## src/cpmc_pkg.sv

```systemverilog
/*
  Constants shared by the current and power monitor core.
  Assumes a 100 MHz sys_clk and a byte-wide register port.
*/
package cpmc_pkg;

  // ---------------------------------------------------------------
  // Register pointers
  // ---------------------------------------------------------------
  localparam logic [7:0] REG_CONFIG = 8'h00;
  localparam logic [7:0] REG_SHUNT  = 8'h01;
  localparam logic [7:0] REG_BUS    = 8'h02;
  localparam logic [7:0] REG_POWER  = 8'h03;
  localparam logic [7:0] REG_CURR   = 8'h04;
  localparam logic [7:0] REG_CAL    = 8'h05;
  localparam logic [7:0] REG_MASK   = 8'h06;
  localparam logic [7:0] REG_LIMIT  = 8'h07;

  // ---------------------------------------------------------------
  // Reset values and field positions
  // ---------------------------------------------------------------
  localparam logic [15:0] CFG_RESET   = 16'h4127;
  localparam logic [15:0] ZERO_RESET  = 16'h0000;
  localparam int CFG_RST_BIT  = 15;
  localparam int CFG_AVG_LSB  = 9;
  localparam int CFG_VBT_LSB  = 6;
  localparam int CFG_VST_LSB  = 3;
  localparam int CFG_MODE_LSB = 0;
  localparam int MSK_SEL_LSB  = 11;
  localparam int MSK_CONV_READY_ALERT_ENABLE_BIT = 10;
  localparam int MSK_AFF_BIT  = 4;
  localparam int MSK_CONV_READY_FLAG_BIT = 3;

  // ---------------------------------------------------------------
  // Timing and arithmetic
  // ---------------------------------------------------------------
  localparam int CLK_NS     = 10;
  localparam int CT_MIN_NS  = 139000;
  localparam int CT_MAX_NS  = 8205000;
  localparam int CT_MIN_CYC = (CT_MIN_NS + CLK_NS - 1) / CLK_NS;
  localparam int CT_MAX_CYC = CT_MAX_NS / CLK_NS;
  localparam int CT_STEPS   = 7;
  localparam int CURR_SHIFT = 11;
  localparam logic [31:0] POWER_DIV = 32'd20000;

  // ---------------------------------------------------------------
  // Sequencer states
  // ---------------------------------------------------------------
  typedef enum logic [2:0] {
    ST_IDLE  = 3'b000,
    ST_SHUNT = 3'b001,
    ST_BUS   = 3'b010,
    ST_CURR  = 3'b011,
    ST_POWER = 3'b100,
    ST_DONE  = 3'b101
  } cpmc_state_t;

endpackage : cpmc_pkg

```

## src/cpmc_core.sv

```systemverilog
/*
  Current and power monitor core: register file, conversion
  sequencer, averaging, result arithmetic and open-drain alert.
  Assumes a serial front end that delivers pointer and data bytes
  as one-cycle strobes, and ADC codes valid at every clock.
*/
//
// Contract
// RULE_01: Reset leaves the device in continuous mode.
// RULE_02: Continuous mode converts shunt and bus, then current, then power.
// RULE_03: Triggered mode holds results; a config write runs one update.
// RULE_04: Shutdown stops conversions but registers stay reachable.
// RULE_05: Shutdown holds until a continuous or triggered mode is written.
// RULE_06: Shunt and bus conversion times are selectable, 139 us to 8.205 ms.
// RULE_07: Config holds an averaging count applied before results update.
// RULE_08: A config control bit resets every register to default.
// RULE_09: Current equals signed shunt times calibration over 2048.
// RULE_10: Power equals bus times current over 20000.
// RULE_11: Power is computed only after current is updated.
// RULE_12: Current and power read zero until the first update.
// RULE_13: Host programs calibration as 0.00512 over shunt times current LSB.
// RULE_14: Selected quantity past the limit pulls the alert pin low.
// RULE_15: Five checks: shunt over, shunt under, bus over, bus under, power over.
// RULE_16: Alert may also signal conversion ready.
// RULE_17: With several checks enabled, the most significant one wins.
// RULE_18: Limit comparisons are signed.
// RULE_19: Mask register shows conversion ready at bit 3, alert flag at bit 4.
// RULE_20: Reads send MSB then LSB of the retained pointer register.
// RULE_21: Conversion ready sets on each update, clears on mask read.
`timescale 1ns/1ps
module cpmc_core
  import cpmc_pkg::*;
#(
  parameter int CT_MIN_CYCLES = CT_MIN_CYC,
  parameter int CT_MAX_CYCLES = CT_MAX_CYC
)(
  input  wire logic        sys_clk,
  input  wire logic        srst,
  input  wire logic [15:0] adc_shunt_code,
  input  wire logic [15:0] adc_bus_code,
  input  wire logic        host_xfer_start,
  input  wire logic        host_ptr_wr,
  input  wire logic        host_byte_wr,
  input  wire logic        host_rd_next,
  input  wire logic [7:0]  host_wdata,
  output logic      [7:0]  host_rdata,
  output logic             host_rdata_valid,
  output logic             alert_out,
  output logic             alert_oe
);

  // ---------------------------------------------------------------
  // Declarations
  // ---------------------------------------------------------------
  cpmc_state_t        state_reg;
  cpmc_state_t        state_next;
  logic               soft_rst_reg;
  logic               rst_all;
  logic [7:0]         ptr_reg;
  logic               phase_reg;
  logic [7:0]         wr_msb_reg;
  logic [7:0]         rd_lsb_reg;
  logic [7:0]         rdata_reg;
  logic               rvalid_reg;
  logic               wr_commit;
  logic [15:0]        wr_word;
  logic [15:0]        cfg_reg;
  logic [15:0]        cal_reg;
  logic [15:0]        mask_reg;
  logic [15:0]        limit_reg;
  logic               cfg_wr_reg;
  logic [19:0]        timer_reg;
  logic [10:0]        avg_cnt_reg;
  logic signed [25:0] sh_acc_reg;
  logic [25:0]        bus_acc_reg;
  logic signed [25:0] sh_sum;
  logic [25:0]        bus_sum;
  logic [15:0]        shunt_reg;
  logic [15:0]        bus_reg;
  logic [15:0]        current_reg;
  logic [15:0]        power_reg;
  logic               conv_ready_flag_reg;
  logic               aff_reg;
  logic               alert_oe_reg;
  logic               alert_out_reg;
  logic [15:0]        current_val;
  logic [15:0]        power_val;
  logic               limit_hit;
  logic               seq_start;
  logic               avg_last;
  logic [3:0]         avg_sh;
  logic               mask_rd;
  logic               rd_take;
  logic [15:0]        rd_word;
  logic               calc_busy;

  // ---------------------------------------------------------------
  // Decoding helpers
  // ---------------------------------------------------------------
  // Mode low bits zero means shutdown; bit 2 selects continuous
  function automatic logic is_shutdown(input logic [15:0] cfg);
    return cfg[CFG_MODE_LSB+1 -: 2] == 2'b00;
  endfunction : is_shutdown

  function automatic logic is_cont(input logic [15:0] cfg);
    return cfg[CFG_MODE_LSB+2] && !is_shutdown(cfg);
  endfunction : is_cont

  // Eight evenly spread conversion times between the two ends
  function automatic logic [19:0] ct_cycles(input logic [2:0] code);
    int span;
    span = CT_MIN_CYCLES + int'(code) * (CT_MAX_CYCLES - CT_MIN_CYCLES)
           / CT_STEPS;
    return 20'(span - 1);
  endfunction : ct_cycles

  // Averaging counts 1,4,16,64,128,256,512,1024 as shift amounts
  function automatic logic [3:0] avg_shift(input logic [2:0] code);
    case (code)
      3'h0:    return 4'h0;
      3'h1:    return 4'h2;
      3'h2:    return 4'h4;
      3'h3:    return 4'h6;
      3'h4:    return 4'h7;
      3'h5:    return 4'h8;
      3'h6:    return 4'h9;
      default: return 4'hA;
    endcase
  endfunction : avg_shift

  function automatic logic [15:0] reg_value(input logic [7:0] ptr);
    case (ptr)
      REG_CONFIG: return cfg_reg;
      REG_SHUNT:  return shunt_reg;
      REG_BUS:    return bus_reg;
      REG_POWER:  return power_reg;
      REG_CURR:   return current_reg;
      REG_CAL:    return cal_reg;
      REG_MASK:   return mask_reg;
      REG_LIMIT:  return limit_reg;
      default:    return ZERO_RESET;
    endcase
  endfunction : reg_value

  // ---------------------------------------------------------------
  // Software reset
  // ---------------------------------------------------------------
  // One-cycle pulse; stretching it is pointless, every register
  // takes its default on the next edge
  always_ff @(posedge sys_clk) begin
    if (srst) begin
      soft_rst_reg <= 1'b0;
    end else begin
      soft_rst_reg <= wr_commit && ptr_reg == REG_CONFIG
                      && wr_word[CFG_RST_BIT]; // [RULE_08]
    end
  end

  assign rst_all = srst | soft_rst_reg;

  // ---------------------------------------------------------------
  // Byte port: pointer, write pairing, read sequencing
  // ---------------------------------------------------------------
  assign wr_commit = host_byte_wr && phase_reg && !host_xfer_start
                     && !host_ptr_wr;
  assign wr_word   = {wr_msb_reg, host_wdata};
  // A read strobe counts only when no stronger strobe shares its cycle
  assign rd_take   = host_rd_next && !host_xfer_start && !host_ptr_wr
                     && !host_byte_wr;
  assign mask_rd   = rd_take && !phase_reg && ptr_reg == REG_MASK;

  // Word behind the pointer, for the MSB fetch and its check
  always_comb begin
    rd_word = reg_value(ptr_reg);
  end

  // Pointer survives between transfers; phase restarts per transfer
  always_ff @(posedge sys_clk) begin
    if (rst_all) begin
      ptr_reg    <= 8'h00;
      phase_reg  <= 1'b0;
      wr_msb_reg <= 8'h00;
    end else if (host_xfer_start) begin
      phase_reg <= 1'b0;
    end else if (host_ptr_wr) begin
      ptr_reg   <= host_wdata;
      phase_reg <= 1'b0;
    end else if (host_byte_wr) begin
      wr_msb_reg <= host_wdata;
      phase_reg  <= ~phase_reg;
    end else if (host_rd_next) begin
      phase_reg <= ~phase_reg;
    end
  end

  // MSB goes out first; LSB is frozen so both halves match
  always_ff @(posedge sys_clk) begin
    if (rst_all) begin
      rdata_reg  <= 8'h00;
      rd_lsb_reg <= 8'h00;
      rvalid_reg <= 1'b0;
    end else begin
      rvalid_reg <= rd_take;
      if (rd_take && !phase_reg) begin
        rdata_reg  <= rd_word[15:8]; // [RULE_20]
        rd_lsb_reg <= rd_word[7:0];
      end else if (rd_take) begin
        rdata_reg <= rd_lsb_reg; // [RULE_20]
      end
    end
  end

  // ---------------------------------------------------------------
  // Writable registers
  // ---------------------------------------------------------------
  // Reset bit never stores, so it always reads back zero
  always_ff @(posedge sys_clk) begin
    if (rst_all) begin
      cfg_reg    <= CFG_RESET; // [RULE_01] [RULE_08]
      cfg_wr_reg <= 1'b0;
    end else begin
      // A trigger is held while current and power are in flight
      cfg_wr_reg <= cfg_wr_reg && calc_busy;
      if (wr_commit && ptr_reg == REG_CONFIG && !wr_word[CFG_RST_BIT]) begin
        cfg_reg    <= wr_word; // [RULE_06] [RULE_07]
        cfg_wr_reg <= 1'b1; // [RULE_03]
      end
    end
  end

  // Calibration and limit are plain storage
  always_ff @(posedge sys_clk) begin
    if (rst_all) begin
      cal_reg   <= ZERO_RESET;
      limit_reg <= ZERO_RESET;
    end else if (wr_commit && ptr_reg == REG_CAL) begin
      cal_reg <= wr_word;
    end else if (wr_commit && ptr_reg == REG_LIMIT) begin
      limit_reg <= wr_word;
    end
  end

  // Only the enable bits are writable; flags come from hardware
  always_ff @(posedge sys_clk) begin
    if (rst_all) begin
      mask_reg <= ZERO_RESET;
    end else begin
      if (wr_commit && ptr_reg == REG_MASK) begin
        mask_reg[15:MSK_CONV_READY_ALERT_ENABLE_BIT] <= wr_word[15:MSK_CONV_READY_ALERT_ENABLE_BIT]; // [RULE_15]
      end
      mask_reg[MSK_AFF_BIT]  <= aff_reg; // [RULE_19]
      mask_reg[MSK_CONV_READY_FLAG_BIT] <= conv_ready_flag_reg; // [RULE_19]
    end
  end

  // ---------------------------------------------------------------
  // Conversion sequencer
  // ---------------------------------------------------------------
  assign avg_sh   = avg_shift(cfg_reg[CFG_AVG_LSB+2 -: 3]);
  assign avg_last = avg_cnt_reg == 11'((12'h001 << avg_sh) - 12'h001);

  // Calculation steps finish before a restart, so each power value
  // pairs with the current of its own run
  assign calc_busy = state_reg == ST_CURR || state_reg == ST_POWER
                     || state_reg == ST_DONE; // [RULE_11]

  // A config write restarts the run, which also serves as trigger
  always_comb begin
    state_next = state_reg;
    if (cfg_wr_reg && !calc_busy) begin
      state_next = is_shutdown(cfg_reg) ? ST_IDLE : ST_SHUNT; // [RULE_05]
    end else begin
      case (state_reg)
        ST_IDLE: begin
          if (is_cont(cfg_reg)) begin
            state_next = ST_SHUNT; // [RULE_02] [RULE_04]
          end
        end
        ST_SHUNT: begin
          if (timer_reg == 20'h00000) begin
            state_next = ST_BUS;
          end
        end
        ST_BUS: begin
          if (timer_reg == 20'h00000) begin
            state_next = avg_last ? ST_CURR : ST_SHUNT; // [RULE_07]
          end
        end
        ST_CURR:  state_next = ST_POWER; // [RULE_11]
        ST_POWER: state_next = ST_DONE;
        ST_DONE:  state_next = ST_IDLE;
        default:  state_next = ST_IDLE;
      endcase
    end
  end

  always_ff @(posedge sys_clk) begin
    if (rst_all) begin
      state_reg <= ST_IDLE;
    end else begin
      state_reg <= state_next;
    end
  end

  assign seq_start = state_next == ST_SHUNT
                     && (cfg_wr_reg || state_reg == ST_IDLE);

  // Each channel waits its own selected conversion time
  always_ff @(posedge sys_clk) begin
    if (rst_all) begin
      timer_reg <= 20'h00000;
    end else if (state_next == ST_SHUNT && state_reg != ST_SHUNT
                 || seq_start) begin
      timer_reg <= ct_cycles(cfg_reg[CFG_VST_LSB+2 -: 3]); // [RULE_06]
    end else if (state_next == ST_BUS && state_reg != ST_BUS) begin
      timer_reg <= ct_cycles(cfg_reg[CFG_VBT_LSB+2 -: 3]); // [RULE_06]
    end else if (timer_reg != 20'h00000) begin
      timer_reg <= timer_reg - 20'h00001;
    end
  end

  // ---------------------------------------------------------------
  // Averaging and result registers
  // ---------------------------------------------------------------
  assign sh_sum  = sh_acc_reg + 26'(signed'(adc_shunt_code));
  assign bus_sum = bus_acc_reg + {10'h000, adc_bus_code};

  // Power-of-two counts, so averaging is a shift, not a divide
  always_ff @(posedge sys_clk) begin
    if (rst_all || seq_start) begin
      sh_acc_reg  <= 26'h0000000;
      bus_acc_reg <= 26'h0000000;
      avg_cnt_reg <= 11'h000;
    end else if (timer_reg == 20'h00000 && state_reg == ST_SHUNT) begin
      sh_acc_reg <= sh_sum;
    end else if (timer_reg == 20'h00000 && state_reg == ST_BUS) begin
      bus_acc_reg <= bus_sum;
      avg_cnt_reg <= avg_cnt_reg + 11'h001;
    end
  end

  // Results move only at the end of a full averaging run
  always_ff @(posedge sys_clk) begin
    if (rst_all) begin
      shunt_reg <= ZERO_RESET;
      bus_reg   <= ZERO_RESET;
    end else if (state_reg == ST_BUS && state_next == ST_CURR) begin
      shunt_reg <= 16'(sh_acc_reg >>> avg_sh); // [RULE_07]
      bus_reg   <= 16'(bus_sum >> avg_sh);
    end
  end

  // Current first, power one cycle later from the fresh current
  always_ff @(posedge sys_clk) begin
    if (rst_all) begin
      current_reg <= ZERO_RESET; // [RULE_12]
      power_reg   <= ZERO_RESET; // [RULE_12]
    end else if (state_reg == ST_CURR) begin
      current_reg <= current_val; // [RULE_09]
    end else if (state_reg == ST_POWER) begin
      power_reg <= power_val; // [RULE_10] [RULE_11]
    end
  end

  cpmc_result_math u_math (
    .shunt_code   (shunt_reg),
    .bus_code     (bus_reg),
    .cal_code     (cal_reg),
    .current_code (current_reg),
    .current_val  (current_val),
    .power_val    (power_val)
  );

  // ---------------------------------------------------------------
  // Flags and alert
  // ---------------------------------------------------------------
  cpmc_limit_check u_limit (
    .limit_sel  (mask_reg[15:MSK_SEL_LSB]),
    .shunt_code (shunt_reg),
    .bus_code   (bus_reg),
    .power_code (power_reg),
    .limit_code (limit_reg),
    .limit_hit  (limit_hit)
  );

  // Ready flag: a completion in the read cycle beats the clear
  always_ff @(posedge sys_clk) begin
    if (rst_all) begin
      conv_ready_flag_reg <= 1'b0;
      aff_reg  <= 1'b0;
    end else begin
      if (state_reg == ST_DONE) begin
        conv_ready_flag_reg <= 1'b1; // [RULE_21]
        aff_reg  <= limit_hit; // [RULE_14] [RULE_17] [RULE_18]
      end else if (mask_rd) begin
        conv_ready_flag_reg <= 1'b0; // [RULE_21]
      end
    end
  end

  // Pin level is always low; only the enable toggles, as open drain
  always_ff @(posedge sys_clk) begin
    if (rst_all) begin
      alert_oe_reg  <= 1'b0;
      alert_out_reg <= 1'b0;
    end else begin
      alert_out_reg <= 1'b0;
      alert_oe_reg  <= (aff_reg && |mask_reg[15:MSK_SEL_LSB]) // [RULE_14]
                       || (mask_reg[MSK_CONV_READY_ALERT_ENABLE_BIT] && conv_ready_flag_reg); // [RULE_16]
    end
  end

  assign host_rdata       = rdata_reg;
  assign host_rdata_valid = rvalid_reg;
  assign alert_out        = alert_out_reg;
  assign alert_oe         = alert_oe_reg;

  // ---------------------------------------------------------------
  // Checks
  // ---------------------------------------------------------------
  logic updated_reg;

  always_ff @(posedge sys_clk) begin
    if (rst_all) begin
      updated_reg <= 1'b0;
    end else if (state_reg == ST_CURR) begin
      updated_reg <= 1'b1;
    end
  end
endmodule : cpmc_core

```

## src/cpmc_result_math.sv

```systemverilog
/*
  Current and power arithmetic of the monitor core.
  Purely combinational; the caller sequences current before power.
*/
`timescale 1ns/1ps
module cpmc_result_math
  import cpmc_pkg::*;
(
  input  wire logic [15:0] shunt_code,
  input  wire logic [15:0] bus_code,
  input  wire logic [15:0] cal_code,
  input  wire logic [15:0] current_code,
  output logic      [15:0] current_val,
  output logic      [15:0] power_val
);

  logic signed [32:0] i_prod;
  logic        [31:0] i_mag;
  logic        [31:0] p_prod;
  logic        [31:0] p_quot;

  // ---------------------------------------------------------------
  // Signed shunt times calibration over 2048, then bus times current
  // ---------------------------------------------------------------
  always_comb begin
    i_prod      = $signed(shunt_code) * $signed({1'b0, cal_code});
    current_val = i_prod[CURR_SHIFT+15:CURR_SHIFT];
    // Power is reported as a magnitude, so a reversed current counts too
    i_mag  = {16'h0000, current_code[15] ? 16'(~current_code + 16'h0001)
                                         : current_code};
    p_prod = {16'h0000, bus_code} * i_mag;
    p_quot = p_prod / POWER_DIV;
    // Saturate instead of wrapping on extreme settings
    power_val = (p_quot > 32'h0000FFFF) ? 16'hFFFF : p_quot[15:0];
  end

endmodule : cpmc_result_math

```

## src/cpmc_limit_check.sv

```systemverilog
/*
  Limit comparator of the monitor core.
  Enables arrive as five bits, most significant one first in priority.
*/
`timescale 1ns/1ps
module cpmc_limit_check
  import cpmc_pkg::*;
(
  input  wire logic [4:0]  limit_sel,
  input  wire logic [15:0] shunt_code,
  input  wire logic [15:0] bus_code,
  input  wire logic [15:0] power_code,
  input  wire logic [15:0] limit_code,
  output logic             limit_hit
);

  logic signed [15:0] lim;

  // ---------------------------------------------------------------
  // Signed compare; only the highest enabled check is used
  // ---------------------------------------------------------------
  always_comb begin
    lim = $signed(limit_code);
    if (limit_sel[4]) begin
      limit_hit = $signed(shunt_code) > lim;
    end else if (limit_sel[3]) begin
      limit_hit = $signed(shunt_code) < lim;
    end else if (limit_sel[2]) begin
      limit_hit = $signed(bus_code) > lim;
    end else if (limit_sel[1]) begin
      limit_hit = $signed(bus_code) < lim;
    end else if (limit_sel[0]) begin
      limit_hit = $signed(power_code) > lim;
    end else begin
      limit_hit = 1'b0;
    end
  end

endmodule : cpmc_limit_check

```

## config.mk

```make
export PLATFORM = sky130hd
export DESIGN_NAME = cpmc_core
export DESIGN_NICKNAME = d
export VERILOG_FILES = /design/src/cpmc_pkg.sv /design/src/cpmc_core.sv /design/src/cpmc_result_math.sv /design/src/cpmc_limit_check.sv
export SDC_FILE = /design/constraint.sdc
export NUM_CORES = 2
export LEC_CHECK = 0
export BUFFER_PORTS_ARGS = -buffer_cell sky130_fd_sc_hd__buf_2
export CORE_MARGIN = 10
export CORE_UTILIZATION = 45
export DETAILED_ROUTE_END_ITERATION = 6
export GPL_TIMING_DRIVEN = 0
export PLACE_DENSITY = 0.69
export SLEW_MARGIN = 20
export SYNTH_ARGS = -nofsm -noshare
export SYNTH_HDL_FRONTEND = slang
export SYNTH_SLANG_ARGS = --single-unit
```

## constraint.sdc

```tcl
create_clock -name sys_clk -period 26.4 [get_ports sys_clk]
set_input_delay 5.28 -clock sys_clk [delete_from_list [all_inputs] [get_ports sys_clk]]
set_output_delay 5.28 -clock sys_clk [all_outputs]
set_load 0.02 [all_outputs]
```

==> run_results.csv <==
group,metric,value,unit
timing,fin_worst_skew,0.0247,ns
grt,grt_pass1_wl,301000,um
route,routed_wl,189000,um
floorplanning,die_h,369,um
timing,min_period,25.22,ns
timing,fmax,39.7,MHz
grt,gr-total-overflow,0,
worst_setup_path,cp_slowest_stage_delay,0.59,ns
route,via_per_inst,6.28,
synth,ys_top_cells_by_count,"nand2_1 (930), nor2_1 (649), a21oi_1 (563), inv_1 (554), fa_1 (390)",
cells_and_area,drive_gt1_share,6.45,%
placement,gp_congestion,1.00,
route,ant_nets,0,
worst_setup_path,crit_type,"flop to flop",
worst_setup_path,start_kind,"flop",
pwr,power_frac_seq,10.7,%
floorplanning,ios,57,
synth,ys_warn_count,0,
clock_network,clock-root-buffer,"clkbuf_16",
synth,ys_ff_latch,245,
clock_network,cts-htree-levels,1,
cells_and_area,postLayoutCellArea,58900,um^2
route,first_pass_iters,7,
clock_network,clock_latency,0.60,ns
synth,ys_types,148,
worst_setup_path,required,26.91,ns
clock_network,cts_buffer_depth,3,
synth,yosysTopAreaCell,"fa_1",
worst_setup_path,critPathSlowestCell,"a2111oi_4",
status,violations,"DRC",
pwr,power,0.00366,W
status,outcome,"finished with violations",
timing,slew_viol_final,0,
synth,avgSynthCellArea,7.30,um^2
synth,ys.flop_type,"dfxtp_1",
clock_network,hold_buffers,0,
floorplanning,start_util,45.2,%
synth,synthArstFlopShare,0,%
timing,worst_slew_pin_slew,1.08,ns
floorplanning,row_count,128,
cells_and_area,final_nets,8390,
clock_network,cts_tree,"built",
hold_path,hp-class,"flop to flop",
timing,setup_viol,0,
worst_setup_path,worstPathArrival,25.73,ns
grt,grt_pass1_vias,55300,
placement,io_buffers,55,
worst_setup_path,cp-end-kind,"flop",
timing,hold_ws,0.458,ns
job,maxCapViolCount,0,
pwr,power.leakage,24.7,nW
synth,synth-seq-area-share,8.94,%
placement,dp_hpwl,152000,um
floorplanning,dieWidth,369,um
placement,placed_cells,9205,
cells_and_area,areaGrowthSynthToFinish,7.35,%
synth,synth_area,54900,um^2
route,initialDrtViolationCount,5663,
timing,finalCritPeriodShare,95.5,%
synth,yosys-top-cells-area,"fa_1 (14%), dfxtp_1 (8.9%), ha_1 (7.6%), nand2_1 (6.4%), a21oi_1 (5.1%)",
cells_and_area,final_cells,9281,
cells_and_area,finish.utilization,48.5,%
route,drc,1,
route,dr_total_vias,58300,
pwr,powerDensity,62.1,nW/um^2
pwr,p_sw_share,56.3,%
grt,grt_use_total,26.4,%
floorplanning,core_area,121000,um^2
synth,synth_enable_flop_cells,0,
synth,synth_top_area_share,14.2,%
synth,syn-instance-count,7522,
timing,slew_headroom,27.1,%
clock_network,clk_pin_slew,0.06,ns
pwr,switching_power,0.00206,W
synth,yosysMostFrequentCell,"nand2_1",
pwr,internal_power,0.00160,W
placement,dpl_cell_area,57200,um^2
route,routedWlPerCell,20.4,um
clock_network,cts_made_buffers,29,
pwr,p_comb_share,77.3,%
pwr,p_clk_share,11.9,%
pwr,peakVddDrop,0.0932,mV
grt,antenna_found_initial,15,
worst_setup_path,crit_fanout,10,
clock_network,cts.sinks,245,
grt,grt_max_degree,16,
timing,finalHoldViolations,0,
floorplanning,fp.dieArea,136000,um^2
synth,synth_nets,8292,
[cells in the final DEF (no fill, tap or decap), drive strengths merged, types with 86 or more instances in the layout]
cell type and instances:
a211oi 107, a21oi 570, a31oi 102, and2 316
buf 146, clkbuf 338, dfxtp 245, fa 390
ha 334, inv 560, mux2i 120, nand2 932
nand3 201, nand4 97, nor2 653, nor3 181
nor4 86, o211ai 97, o21ai 370, xnor2 303
xor2 120
[cell type report]
class,instances,area [um^2]
fill,12300,62500
buffer,378,1520
tap,1625,2030
multi-input combinational,6338,46900
inverter,560,2100
timing repair buffer,68,365
clock buffer,38,820
clock inverter,15,213
sequential,245,4900
antenna,14,35.0
[power groups by stage]
stage	combinational (W)	clock [W]	sequential (W)
6_report	0.00283	0.000437	0.000392
5_1_grt	0.00309	0.000453	0.000392
4_1_cts	0.00273	0.000439	0.000391
3_5_place_dp	0.00271	0	0.000399
3_3_place_gp	0.00267	0	0.000399
2_1_floorplan	0.00209	0	0.000395
[metrics by stage]
step | setup slack, ns | setup TNS [ns]
finish | 1.18 | 0
global route | -0.0904 | -0.0904
CTS | 0.0307 | 0
detailed placement | -0.698 | -1.19
global placement | -0.483 | -0.759
floorplan | 3.69 | 0
[routing by layer]
layer  part of all wire, %  up-vias  global-route usage, %
met5                 0.032        -                      0
met2                    45     2570                   43.8
met3                   7.7      522                   2.90
li1                      -    27100                      -
met4                   4.9        8                   10.7
met1                    42    28000                   34.7
[worst paths after layout]
kind | from | endpoint | slack, ns | cells past startpoint
setup / recovery | current_reg[2] | power_reg[0] | 1.18 | 86
hold / removal | bus_acc_reg[11] | bus_acc_reg[11] | 0.46 | 2
setup reg to reg | current_reg[2] | power_reg[0] | 1.18 | 86
hold reg to reg | bus_acc_reg[11] | bus_acc_reg[11] | 0.46 | 2
[worst max-delay path, delay by kind of cell (launching register included)]
family,cells,cell delay [ns]
buffers and inverters,10,1.60
multiplexers,5,1.83
flip-flops,1,0.48
adder cells (fa/ha/maj),7,3.53
XOR/XNOR,6,1.50
AO/OA/AOI/OAI,43,11.90
AND/OR/NAND/NOR,15,4.22
[kinds of logic (layout without fill, tap and decap cells)]
logic type	Yosys count	count (layout)	synth area share (%)
AO/OA/AOI/OAI	2092	2092	26.2
adder cells (fa/ha/maj)	726	726	21.9
AND/OR/NAND/NOR	2926	2926	26.2
other	2	16	0.0137
XOR/XNOR	423	423	6.81
multiplexers	169	169	3.33
flip-flops	245	245	8.94
buffers and inverters	939	1059	6.57
[what timing repair did]
item,in CTS,in global routing
pin swaps,0,8
setup endpoints to repair,2,9
setup buffers,0,10
gates resized for setup,13,97
Note: power is estimated with default switching activity, not from simulation.
